`config.mk`:
```
export PLATFORM = sky130hd
export DESIGN_NAME = idr_io_decode_irq_router
export DESIGN_NICKNAME = d
export VERILOG_FILES = /design/src/idr_pkg.sv /design/src/idr_intx_swizzle.sv /design/src/idr_io_decode_irq_router.sv /design/src/idr_io_decoder.sv
export SDC_FILE = /design/constraint.sdc
export NUM_CORES = 1
export LEC_CHECK = 0
export ABC_AREA = 0
export BUFFER_PORTS_ARGS = -buffer_cell sky130_fd_sc_hd__buf_4
export CORE_ASPECT_RATIO = 0.9
export CORE_MARGIN = 1.5
export CORE_UTILIZATION = 39
export DETAILED_ROUTE_END_ITERATION = 16
export GPL_TIMING_DRIVEN = 0
export HOLD_SLACK_MARGIN = 0.06
export PLACE_DENSITY = 0.76
export SYNTH_ARGS = -nofsm -noshare
export SYNTH_HDL_FRONTEND = slang
export SYNTH_HIERARCHICAL = 1
export SYNTH_SLANG_ARGS = --single-unit
```
`constraint.sdc`:
```
create_clock -name ref_clk -period 2.8 [get_ports ref_clk]
set_clock_uncertainty 0.2 [all_clocks]
set_input_delay 0.56 -clock ref_clk [delete_from_list [all_inputs] [get_ports ref_clk]]
set_output_delay 0.56 -clock ref_clk [all_outputs]
set_load 0.05 [all_outputs]
```
`src/idr_pkg.sv`:
```
// idr_pkg: constants, carrier types and helpers for the io decode and irq router
package idr_pkg;

  //////////////////////////////////////////////////////////////////////////////
  // io windows forwarded to the low-pin-count bus
  localparam logic [15:0] IDR_LPC0_LO = 16'h03F8;
  localparam logic [15:0] IDR_LPC0_HI = 16'h03FF;
  localparam logic [15:0] IDR_LPC1_LO = 16'h03E8;
  localparam logic [15:0] IDR_LPC1_HI = 16'h03EF;
  localparam logic [15:0] IDR_LPC2_LO = 16'h0A00;
  localparam logic [15:0] IDR_LPC2_HI = 16'h0A0F;
  // pci configuration mechanism ports
  localparam logic [15:0] IDR_CFGA_LO = 16'h0CF8;
  localparam logic [15:0] IDR_CFGA_HI = 16'h0CFB;
  localparam logic [15:0] IDR_CFGD_LO = 16'h0CFC;
  localparam logic [15:0] IDR_CFGD_HI = 16'h0CFF;
  // legacy video memory and firmware window
  localparam logic [31:0] IDR_VID_LO  = 32'h000A_0000;
  localparam logic [31:0] IDR_VID_HI  = 32'h000B_FFFF;

  //////////////////////////////////////////////////////////////////////////////
  // legacy irq inputs: shared (serial or pci), pci only, fixed owners
  localparam logic [15:0] IDR_PIC_SHARED   = 16'h1CF8;
  localparam logic [15:0] IDR_PIC_RESERVED = 16'h2307;
  localparam int IDR_IRQ_TIMER   = 0;
  localparam int IDR_IRQ_KBD     = 1;
  localparam int IDR_IRQ_CASCADE = 2;
  localparam int IDR_IRQ_RTC     = 8;
  localparam int IDR_IRQ_ACPI    = 9;
  localparam int IDR_IRQ_MATH    = 13;
  localparam int IDR_APIC_BASE   = 16;
  localparam int IDR_NLINE       = 8;
  localparam int IDR_NPORT       = 8;
  // first routed line (0=A..3=D) of each downstream port;
  // index 0 graphics port, index 1..7 pcie ports 0..6
  localparam logic [7:0][1:0] IDR_PORT_BASE =
    {2'h3, 2'h1, 2'h0, 2'h3, 2'h2, 2'h1, 2'h0, 2'h0};
  // edges after reset release before the synchronised strap is taken
  localparam logic [1:0] IDR_STRAP_DLY = 2'h2;

  //////////////////////////////////////////////////////////////////////////////
  typedef enum logic {IDR_MODE_LEGACY, IDR_MODE_APIC} idr_mode_t;
  localparam idr_mode_t IDR_RST_MODE = IDR_MODE_LEGACY;

  typedef struct packed {
    logic        valid;
    logic        isIo;
    logic [31:0] addr;
  } idr_cycle_t;

  typedef struct packed {
    logic lpc;
    logic pciSub;
    logic cfgAddr;
    logic cfgData;
    logic video;
    logic dram;
  } idr_target_t;

  typedef struct packed {
    logic timer;
    logic kbd;
    logic cascade;
    logic rtc;
    logic acpiControlInterrupt;
    logic math;
  } idr_fixed_irq_t;

  typedef struct packed {
    logic gfx;
    logic ehci1;
    logic ehci2;
    logic smbus;
    logic sata1;
    logic sata2;
    logic lan;
    logic hda;
    logic pegRoot;
    logic rp0;
    logic rp1;
    logic rp2;
    logic rp3;
    logic rp4;
    logic rp5;
    logic rp7;
  } idr_func_irq_t;

  function automatic logic idr_in16(input logic [15:0] a, input logic [15:0] lo,
                                    input logic [15:0] hi);
    return (a >= lo) && (a <= hi);
  endfunction

  function automatic logic idr_lpc_hit(input logic [15:0] a);
    return idr_in16(a, IDR_LPC0_LO, IDR_LPC0_HI) ||
           idr_in16(a, IDR_LPC1_LO, IDR_LPC1_HI) ||
           idr_in16(a, IDR_LPC2_LO, IDR_LPC2_HI);
  endfunction

endpackage
```
`src/idr_intx_swizzle.sv`:
```
// idr_intx_swizzle: folds downstream port message intx onto routed lines a..d
`timescale 1ns/1ns
`default_nettype none
module idr_intx_swizzle (
  // per port intx a..d and attach state
  input  wire logic [idr_pkg::IDR_NPORT-1:0][3:0] msgIntx,
  input  wire logic [idr_pkg::IDR_NPORT-1:0]      present,
  // routed lines a..d
  output logic [3:0]                              lineAbcd
);
  import idr_pkg::*;

  always_comb begin
    lineAbcd = '0;
    for (int p = 0; p < IDR_NPORT; p++) begin
      for (int i = 0; i < 4; i++) begin
        // an empty port has no function, so stale messages are dropped
        if (present[p] && msgIntx[p][i]) begin
          lineAbcd[2'(IDR_PORT_BASE[p] + 2'(i))] = 1'b1;
        end
      end
    end
  end

endmodule // idr_intx_swizzle
`default_nettype wire

```
`src/idr_io_decode_irq_router.sv`:
```
// idr_io_decode_irq_router: io/memory cycle decode and legacy/apic irq routing
//
// Notes on behaviour
// - unclaimed io cycles go subtractively to pci, never to the lpc bus.
// - only io windows 3F8-3FF, 3E8-3EF, A00-A0F are claimed for lpc.
// - io CF8-CFB decodes as pci configuration address, never general use.
// - io CFC-CFF decodes as pci configuration data, never general use.
// - memory A0000-BFFFF goes to video memory and firmware, not dram.
// - legacy mode inputs 3-7 and 10-12 take serial irq or pci lines.
// - inputs 0,1,2,8,9,13 belong to fixed owners only.
// - legacy mode steers each routed line to any free legacy input.
// - apic mode delivers routed lines a-h on inputs 16-23 only.
// - line a drives 16 with graphics, root ports 0,4, second ehci.
// - line b drives 17 with root ports 1 and 5.
// - line c drives 18 with root port 2 and smbus host.
// - line d drives 19 with root ports 3,7, graphics root, both sata.
// - lines e, g, h drive 20, 22, 23 with lan, audio, first ehci.
// - intx a lands on the port's base line per downstream port.
// - intx b, c, d rotate cyclically after the base line.
// - a downstream port function is visible only when a device is attached.
`timescale 1ns/1ns
`default_nettype none
module idr_io_decode_irq_router (
  // clock and reset
  input  wire logic                   ref_clk,
  input  wire logic                   rst,
  // host cycles
  input  wire idr_pkg::idr_cycle_t    cycle,
  output logic                        decodeValid,
  output idr_pkg::idr_target_t        decodeTgt,
  // interrupt pins from outside
  input  wire logic [15:0]            serialIrqLine,
  input  wire logic [7:0]             routedPciLine,
  // on-chip interrupt sources
  input  wire idr_pkg::idr_fixed_irq_t fixedIrq,
  input  wire idr_pkg::idr_func_irq_t  funcIrq,
  input  wire logic [7:0][3:0]        msgIntx,
  // legacy steering target per routed line a..h
  input  wire logic [7:0][3:0]        pciSteer,
  // downstream ports
  input  wire logic [7:0]             portPresent,
  output logic [7:0]                  portVisible,
  // mode strap and state
  input  wire logic                   apicStrap,
  output logic                        apicActive,
  output logic                        modeLocked,
  // interrupt controller inputs
  output logic [23:0]                 irqOut
);
  import idr_pkg::*;

  ////////////////////////////////////////////////////////////////////////////////
  // synchronisers for everything arriving from pins
  logic [15:0] serialMeta;
  logic [15:0] serialS;
  logic [7:0]  pinMeta;
  logic [7:0]  pinS;
  logic        strapMeta;
  logic        strapS;

  always_ff @(posedge ref_clk or posedge rst) begin
    if (rst) begin
      serialMeta <= '0;
      serialS    <= '0;
      pinMeta    <= '0;
      pinS       <= '0;
      strapMeta  <= 1'b0;
      strapS     <= 1'b0;
    end else begin
      serialMeta <= serialIrqLine;
      serialS    <= serialMeta;
      pinMeta    <= routedPciLine;
      pinS       <= pinMeta;
      strapMeta  <= apicStrap;
      strapS     <= strapMeta;
    end
  end

  ////////////////////////////////////////////////////////////////////////////////
  // mode strap: taken once the synchroniser holds a post-reset sample

  idr_mode_t  mode;
  logic [1:0] strapCnt;

  always_ff @(posedge ref_clk or posedge rst) begin
    if (rst) begin
      strapCnt   <= '0;
      modeLocked <= 1'b0;
      mode       <= IDR_RST_MODE;
      apicActive <= (IDR_RST_MODE == IDR_MODE_APIC);
    end else if (!modeLocked) begin
      if (strapCnt == IDR_STRAP_DLY) begin
        // after this only a reset changes the mode again
        modeLocked <= 1'b1;
        mode       <= strapS ? IDR_MODE_APIC : IDR_MODE_LEGACY;
        apicActive <= strapS;
      end else begin
        strapCnt <= strapCnt + 2'h1;
      end
    end
  end

  ////////////////////////////////////////////////////////////////////////////////
  // cycle decode

  idr_target_t next_tgt;

  idr_io_decoder uDecode (
    .cyc (cycle),
    .tgt (next_tgt)
  );

  always_ff @(posedge ref_clk or posedge rst) begin
    if (rst) begin
      decodeValid <= 1'b0;
      decodeTgt   <= '0;
    end else begin
      decodeValid <= cycle.valid;
      decodeTgt   <= next_tgt;
    end
  end

  ////////////////////////////////////////////////////////////////////////////////
  // downstream port visibility

  always_ff @(posedge ref_clk or posedge rst) begin
    if (rst) begin
      portVisible <= '0;
    end else begin
      portVisible <= portPresent;
    end
  end

  ////////////////////////////////////////////////////////////////////////////////
  // routed line levels a..h

  logic [3:0] swzAbcd;
  logic [7:0] lineLevel;

  idr_intx_swizzle uSwizzle (
    .msgIntx  (msgIntx),
    .present  (portPresent),
    .lineAbcd (swzAbcd)
  );

  always_comb begin
    lineLevel    = pinS;
    lineLevel[0] = pinS[0] | funcIrq.gfx | funcIrq.rp0 | funcIrq.rp4
                 | funcIrq.ehci2 | swzAbcd[0];
    lineLevel[1] = pinS[1] | funcIrq.rp1 | funcIrq.rp5 | swzAbcd[1];
    lineLevel[2] = pinS[2] | funcIrq.rp2 | funcIrq.smbus | swzAbcd[2];
    lineLevel[3] = pinS[3] | funcIrq.rp3 | funcIrq.rp7 | funcIrq.pegRoot
                 | funcIrq.sata1 | funcIrq.sata2 | swzAbcd[3];
    lineLevel[4] = pinS[4] | funcIrq.lan;
    lineLevel[6] = pinS[6] | funcIrq.hda;
    lineLevel[7] = pinS[7] | funcIrq.ehci1;
  end

  ////////////////////////////////////////////////////////////////////////////////
  // fixed owners and legacy steering

  logic [15:0] fixedVec;
  logic [15:0] pciPic;

  always_comb begin
    fixedVec                  = '0;
    fixedVec[IDR_IRQ_TIMER]   = fixedIrq.timer;
    fixedVec[IDR_IRQ_KBD]     = fixedIrq.kbd;
    fixedVec[IDR_IRQ_CASCADE] = fixedIrq.cascade;
    fixedVec[IDR_IRQ_RTC]     = fixedIrq.rtc;
    fixedVec[IDR_IRQ_ACPI]    = fixedIrq.acpiControlInterrupt;
    fixedVec[IDR_IRQ_MATH]    = fixedIrq.math;
  end

  always_comb begin
    pciPic = '0;
    for (int l = 0; l < IDR_NLINE; l++) begin
      if (lineLevel[l]) begin
        pciPic[pciSteer[l]] = 1'b1;
      end
    end
    // a steering value that names an owned input is silently dropped
    pciPic = pciPic & ~IDR_PIC_RESERVED;
  end

  ////////////////////////////////////////////////////////////////////////////////
  // interrupt controller inputs

  logic [23:0] next_irq;

  always_comb begin
    next_irq       = '0;
    next_irq[15:0] = fixedVec | (serialS & IDR_PIC_SHARED);
    if (mode == IDR_MODE_APIC) begin
      // pci lines reach only the upper inputs in this mode
      next_irq[23:IDR_APIC_BASE] = lineLevel;
    end else begin
      next_irq[15:0] = next_irq[15:0] | pciPic;
    end
  end

  always_ff @(posedge ref_clk or posedge rst) begin
    if (rst) begin
      irqOut <= '0;
    end else begin
      irqOut <= next_irq;
    end
  end

  logic pastIo;
  assign pastIo = cycle.valid && cycle.isIo;
endmodule // idr_io_decode_irq_router
`default_nettype wire

```
`src/idr_io_decoder.sv`:
```
// idr_io_decoder: combinational target decode of one host cycle
`timescale 1ns/1ns
`default_nettype none
module idr_io_decoder (
  // cycle in
  input  wire idr_pkg::idr_cycle_t cyc,
  // target out
  output idr_pkg::idr_target_t     tgt
);
  import idr_pkg::*;

  logic lpcHit;
  logic cfgA;
  logic cfgD;

  always_comb begin
    lpcHit = idr_lpc_hit(cyc.addr[15:0]);
    cfgA   = idr_in16(cyc.addr[15:0], IDR_CFGA_LO, IDR_CFGA_HI);
    cfgD   = idr_in16(cyc.addr[15:0], IDR_CFGD_LO, IDR_CFGD_HI);
    tgt    = '0;
    if (cyc.valid && cyc.isIo) begin
      tgt.cfgAddr = cfgA;
      tgt.cfgData = cfgD;
      tgt.lpc     = lpcHit;
      // nothing claimed it positively, so pci takes it subtractively
      tgt.pciSub  = !(lpcHit || cfgA || cfgD);
    end else if (cyc.valid) begin
      tgt.video = (cyc.addr >= IDR_VID_LO) && (cyc.addr <= IDR_VID_HI);
      tgt.dram  = !tgt.video;
    end
  end

endmodule // idr_io_decoder
`default_nettype wire

```
==> results of run 1 <==
==> critical path: stages <==
cell and delay, ps:
sky130_fd_sc_hd__buf_4 130, sky130_fd_sc_hd__a22oi_1 240, sky130_fd_sc_hd__nand4_1 150, sky130_fd_sc_hd__or4_4 450, sky130_fd_sc_hd__nor4_4 390, sky130_fd_sc_hd__nand3b_2 270, sky130_fd_sc_hd__o32ai_1 100, sky130_fd_sc_hd__o32a_1 330
==> Yosys cell counts, types with 5 or more instances <==
cell	instances
sky130_fd_sc_hd__dfrtp_1	77
sky130_fd_sc_hd__nand2b_1	9
sky130_fd_sc_hd__inv_1	11
sky130_fd_sc_hd__nor3b_1	6
sky130_fd_sc_hd__nor2_1	25
sky130_fd_sc_hd__nor4b_1	8
sky130_fd_sc_hd__nor4_1	15
sky130_fd_sc_hd__nand3b_1	7
sky130_fd_sc_hd__nand3_1	10
sky130_fd_sc_hd__nor3_1	13
sky130_fd_sc_hd__a22oi_1	16
sky130_fd_sc_hd__nand4_1	6
sky130_fd_sc_hd__nand2_1	16
sky130_fd_sc_hd__o32ai_1	5
sky130_fd_sc_hd__o22ai_1	8
==> final timing paths <==
kind / start / slack, ps / endpoint
worst min register to register: serialMeta[5] / 140 / serialS[5]
worst min-delay path: apicStrap / 100 / strapMeta
worst max-delay path: portPresent[4] / 230 / irqOut[11]
min in group asynchronous: rst / 560 / portVisible[4]
worst max register to register: pinS[7] / 870 / irqOut[7]
max in group asynchronous: rst / 1290 / serialS[11]
==> timing repair <==
action,CTS,global route
setup endpoints to repair,0,0
resized for setup,0,0
hold endpoints to repair,30,0
hold buffers,1,0
==> cell families (layout without fill, tap and decap cells) <==
family,count (synthesis),count (layout),share of synthesized area [%]
AO/OA/AOI/OAI,63,63,14.9
XOR/XNOR,1,1,0.265
adder cells (fa/ha/maj),1,1,0.378
buffers and inverters,14,215,1.59
flip-flops,77,77,58.2
AND/OR/NAND/NOR,137,137,24.7
==> layout make-up <==
cell class / count / share of cell area (%)
sequential: 77 / 38.2
multi-input combinational: 202 / 26.4
buffer: 3 / 0.223
clock inverter: 6 / 1.12
clock buffer: 10 / 2.73
tap: 99 / 2.46
timing repair buffer: 185 / 28.0
inverter: 11 / 0.869
==> stage by stage <==
| step | hold slack, ps | total power (W) |
|---|---|---|
| floorplan | 131 | 0.00146 |
| global placement | 132 | 0.00174 |
| detailed placement | 135 | 0.00176 |
| CTS | 76.3 | 0.00257 |
| global route | 72.9 | 0.00268 |
| finish | 95.2 | 0.00254 |
==> metal layers <==
layer  track usage (%)  vias up
met4              8.45        0
met3              7.66       23
met1              30.9     1554
li1                  -     1522
met5                 0        -
met2              36.2      151
==> power breakdown <==
part           leakage, nW  switching [W]  internal, W  total, W
Sequential           0.912      0.0000221      0.00117   0.00119
Clock               0.0965       0.000444     0.000363  0.000806
Combinational         1.31       0.000304     0.000241  0.000546
Total                 2.32       0.000770      0.00177   0.00254
==> registers in the layout, indices dropped and copies added (netlist names) <==
| signal | count |
|---|---|
| strapCnt | 2 |
| strapMeta | 1 |
| serialS | 8 |
| apicActive | 1 |
| modeLocked | 1 |
| strapS | 1 |
| pinS | 8 |
| decodeValid | 1 |
| irqOut | 24 |
| serialMeta | 8 |
| pinMeta | 8 |
| portVisible | 8 |
| decodeTgt | 6 |
==> results.md, run 1 <==
- Result of the run: finished clean
- Crit path required time: 2840 ps
- Final non-filler cell area: 5040 um^2
- Minimum setup slack in the final design: 229 ps
- Fin Setup TNS: 0 ps
- Count of vias placed by the detailed router: 3250
- Class of the tightest hold or removal check: in -> reg
- Ant. Diodes: 0
- Final-report max-slew violation count: 0
- Area taken by flip-flops and latches: 1930 um^2
- Proportion of synthesized chip area in sequential cells: 58.2%
- Number of inserted filler cells in the final layout: 712
- Post-route met1 wirelength: 4.17 mm
- Netlist Area Pre-Place: 3310 um^2
- Initial antenna violation count: 0
- RSZ-0062 raised after global routing: false
- Critical Path AT: 2610 ps
- Post-Layout Cell Count: 593
- Count of antenna-violating nets left after detailed routing: 0
- Detail Route met3 WL: 856 um
- EDFF count, synth: 0
- Clock Sink Count: 77
- Maximum number of buffers from clock root to sink: 2
- Floorplan die area: 9040 um^2
- Hold violation count in the final report: 0
- FP Rows: 31
- Finish-stage setup viols: 0
- Area share of the leading cell type in the synthesized netlist: 58.2%
- Setup slack at placement: -141 ps
- Final design utilization: 61.9%
- Startpoint type of the worst setup path: primary input
- Routed vias/inst: 5.48
- Most common cell after layout, fill and taps aside: sky130_fd_sc_hd__buf_4
- Min cycle time layout: 2570 ps
- CP endpoint kind: register
- Wire length of the first global-routing pass: 16.3 mm
- Crit-path max FO: 8
- Max-cap viol count: 0
- Post-Route WL: 10.1 mm
- Number of post-CTS setup repair buffers: 0
- Root cell of the clock tree: sky130_fd_sc_hd__clkbuf_8
- Layout Area Growth over Synthesis: 52.3%
- Clock network latency to the later pin of the worst-skew pair: 360 ps
- First-pass detailed-route iteration total: 5
- IO Port Bufs: 183
- Cell leakage power: 2.32 nW
- Number of cells after detailed placement: 576
- Synthesized Nets: 449
- Cell type with the largest total area after synthesis: sky130_fd_sc_hd__dfrtp_1
- DRC violation count after routing: 0
- Flop and latch count out of synthesis: 77
- GP Congestion: 0.940
- Routed met2 length: 4.89 mm
- Final worst-path cycle share: 91.8%
- Clock input transition at the sequential cells of the worst setup and hold paths: 100 ps
- Die Span Y: 90.4 um
- Pin count of the biggest net entering global routing: 48
- Top FF cell, synth: sky130_fd_sc_hd__dfrtp_1
- Achievable clock frequency: 0.389 GHz
- Final routed wire length divided by cell count: 17.1 um
- Dominant cells by area after synthesis: sky130_fd_sc_hd__dfrtp_1 (58%), sky130_fd_sc_hd__a22oi_1 (3.6%), sky130_fd_sc_hd__nor2_1 (2.8%)
- Count of mapped cells out of synthesis: 293
- Mean instance size in the synthesized netlist: 11.3 um^2
- Worst slew margin relative to its limit: 57.7%
- Fraction of registers with async set or reset after synthesis: 100%
- DRC marker count from the first detailed-route iteration: 179
- Number of nets in the layout: 645
- Worst Hold Depth: 1
- TritonCTS clock tree: done
- Kind of critical path: in -> reg
- Share of layout cells above drive strength 1: 43.7%
- Cells on worst reg2reg path: 4
- Vias in the first global route: 3259
- GRT Util Overall: 23.5%
- Number of buffers created by CTS: 9
- Top layer in use: met4
- Final HPWL from detailed placement: 8.17 mm
- Slew at the pin closest to its max-slew limit: 629 ps
- Pwr/cell area: 505 nW/um^2
- Largest voltage drop on the vdd net: 0.254 mV
- Core area: 8150 um^2
- Initial Util: 40.6%
- Count of pins on the block boundary: 196
- Footprint of the multi-input gates: 1330 um^2
- Number of different library cells in the post-synthesis netlist: 47
- Cell area after placement: 4840 um^2
- Die X-Extent: 100 um
- Total global routing overflow: 0
- H-tree depth: 3
- Most frequent cells in the layout: sky130_fd_sc_hd__buf_4 (183), sky130_fd_sc_hd__dfrtp_1 (77), sky130_fd_sc_hd__nor2_1 (25)
- Yosys Warn Count: 6
(Power assumes the default switching activity.)
==> run 2: changes to the inputs <==
Settings changed: CORE_ASPECT_RATIO 0.9 to 0.7, CORE_UTILIZATION 39 to 40, PLACE_DENSITY 0.76 to 0.75.
Clock period 2.8 ns to 2.6 ns, I/O delays scaled along.
==> run 2 against run 1 <==
Die area down 2.3%. Clock-buffer cell count unchanged. Register-to-register slack worse by 260 ps. Routed wire length down 0.13%. Largest power group unchanged. Final area up 1.8%. Largest cell class unchanged. Global-route usage about the same. Combinational power up 7.3%.
==> results.md, run 2 (same netlist as run 1, synthesis figures left out) <==
- Result of the run: finished clean
- Reg with most FFs: irqOut
- R2R Path Start: pinS[2]
- Largest voltage drop on the vdd net: 0.327 mV
- Final design utilization: 64.6%
- Count of vias placed by the detailed router: 3227
- Cell leakage power: 2.36 nW
- Hold bufs inserted after CTS: 0
- Min cycle time layout: 2460 ps
- Pin count of the biggest net entering global routing: 41
- Root cell of the clock tree: sky130_fd_sc_hd__clkbuf_16
- Met1 track demand over resource: 31.1%
- Floorplan die area: 8830 um^2
- Class of the tightest hold or removal check: in -> reg
- GRT Util Overall: 23.5%
- Pwr/cell area: 596 nW/um^2
- Final worst-path cycle share: 94.8%
- Number of nets in the layout: 646
- Final HPWL from detailed placement: 8.08 mm
- Routing usage on met3: 8.24%
- Startpoint type of the worst setup path: primary input
- IO Port Bufs: 183
- Count of pins on the block boundary: 196
- DRC violation count after routing: 0
- Vias in the first global route: 3145
- Crit-path max FO: 5
- Critical Path End: irqOut[3]
- Routed vias/inst: 5.42
- Cells on worst reg2reg path: 5
- Ant. Diodes: 0
- Final routed wire length divided by cell count: 17.0 um
- CP endpoint kind: register
- TritonCTS clock tree: done
- Share of layout cells above drive strength 1: 43.7%
- Core area: 7940 um^2
- Max-cap viol count: 0
- Slew at the pin closest to its max-slew limit: 821 ps
- Die X-Extent: 112 um
- Minimum hold slack: 93.0 ps
- Switch Pwr: 0.000802 W
- Flip-flop count of the largest register, all copies and words added: 24
- First-pass detailed-route iteration total: 5
- Initial Util: 41.7%
- RSZ-0062 raised after global routing: false
- Number of inserted filler cells in the final layout: 637
- Flop pwr share: 42.1%
- Clock Sink Count: 77
- Clock network latency to the later pin of the worst-skew pair: 330 ps
- Most frequent cells in the layout: sky130_fd_sc_hd__buf_4 (185), sky130_fd_sc_hd__dfrtp_1 (77), sky130_fd_sc_hd__nor2_1 (25)
- Crit path required time: 2610 ps
- Power Internal: 0.00225 W
- Worst slew margin relative to its limit: 45.2%
- Combinational Power Share: 19.2%
- GRT met2 Usage: 36.2%
- Die Span Y: 79.1 um
- Post-Route WL: 10.1 mm
- Kind of critical path: in -> reg
- Layout Area Growth over Synthesis: 55.0%
- Reg-to-reg critical path endpoint: irqOut[3]
- Maximum number of buffers from clock root to sink: 2
- Number of buffers created by CTS: 9
- Cell area after placement: 4830 um^2
- GP Congestion: 0.916
- DRC marker count from the first detailed-route iteration: 254
- Total power draw: 0.00305 W
- Busiest layer in global routing: met2
- FP Rows: 27
- Clock input transition at the sequential cells of the worst setup and hold paths: 60 ps
- Final non-filler cell area: 5130 um^2
- Final-report max-slew violation count: 0
- Critical Path AT: 2470 ps
- Achievable clock frequency: 0.406 GHz
- Count of antenna-violating nets left after detailed routing: 0
- Clock network power share: 38.7%
- Initial antenna violation count: 0
- Finish-stage setup viols: 0
- Hold violation count in the final report: 0
- Wire length of the first global-routing pass: 15.7 mm
- Most common cell after layout, fill and taps aside: sky130_fd_sc_hd__buf_4
- Total global routing overflow: 0
- First element of the critical path: portPresent[2]
- Register-to-register setup slack: 610 ps
- Net switching share of the total power: 26.3%
- H-tree depth: 3
[run 2: cell types whose count changed in the layout (fill, tap and decap cells not counted), sizes merged]
cell and delta:
clkinvlp +1, buf +2, dlygate4sd3 -1, bufinv +1, inv -3
[run 2: through the flow]
stage | setup WS, ps | TNS, ps | cells
finish | 136 | 0 | 595
global route | 23.0 | 0 | 595
detailed placement | -288 | -970 | 578
global placement | -267 | -744 | 577
floorplan | 180 | 0 | 293
CTS | 48.5 | 0 | 593
[run 2: repair_timing]
item	in CTS	in global routing
setup endpoints to repair	0	3
setup buffers	0	2
resized for setup	0	0
[run 2: worst min-delay path by stage]
stage	from	slack [ps]	cells after the start	to
3_5_place_dp	serialMeta[10]	130	0	serialS[10]
6_report	fixedIrq[5]	90	1	irqOut[0]
3_3_place_gp	pinMeta[6]	130	0	pinS[6]
4_1_cts	fixedIrq[5]	80	1	irqOut[0]
5_1_grt	serialIrqLine[6]	70	1	serialMeta[6]
2_1_floorplan	pinMeta[0]	130	0	pinS[0]
[run 2: final cells by class]
cell class                      count  area [um^2]  area share [%]
Sequential cell                    77         1930            37.6
Timing Repair Buffer              186         1410            27.5
Multi-Input combinational cell    202         1330            25.9
Clock buffer                       10          229            4.46
Tap cell                          101          126            2.46
Clock inverter                      5         52.6            1.02
Inverter                           11         45.0           0.878
Buffer                              3         11.3           0.220
[run 2: critical path: stages]
cell,delay [ps]
sky130_fd_sc_hd__buf_4,130
sky130_fd_sc_hd__a22oi_1,250
sky130_fd_sc_hd__nand4_1,120
sky130_fd_sc_hd__or4_4,440
sky130_fd_sc_hd__nor4_4,290
sky130_fd_sc_hd__nand3b_2,230
sky130_fd_sc_hd__o31ai_1,100
sky130_fd_sc_hd__o32a_1,380
[run 2: per-layer routing]
metal,vias up,part of all wire (%)
met1,1503,42
met5,-,0
li1,1528,-
met2,184,45
met4,0,1.2
met3,12,11
[run 2: power by group through the flow]
stage / Clock (W) / Combinational (W) / Sequential [W]
3_3_place_gp: 0 / 0.000572 / 0.00131
6_report: 0.00118 / 0.000586 / 0.00129
2_1_floorplan: 0 / 0.000139 / 0.00144
4_1_cts: 0.00122 / 0.000586 / 0.00129
5_1_grt: 0.00128 / 0.000624 / 0.00129
3_5_place_dp: 0 / 0.000584 / 0.00131
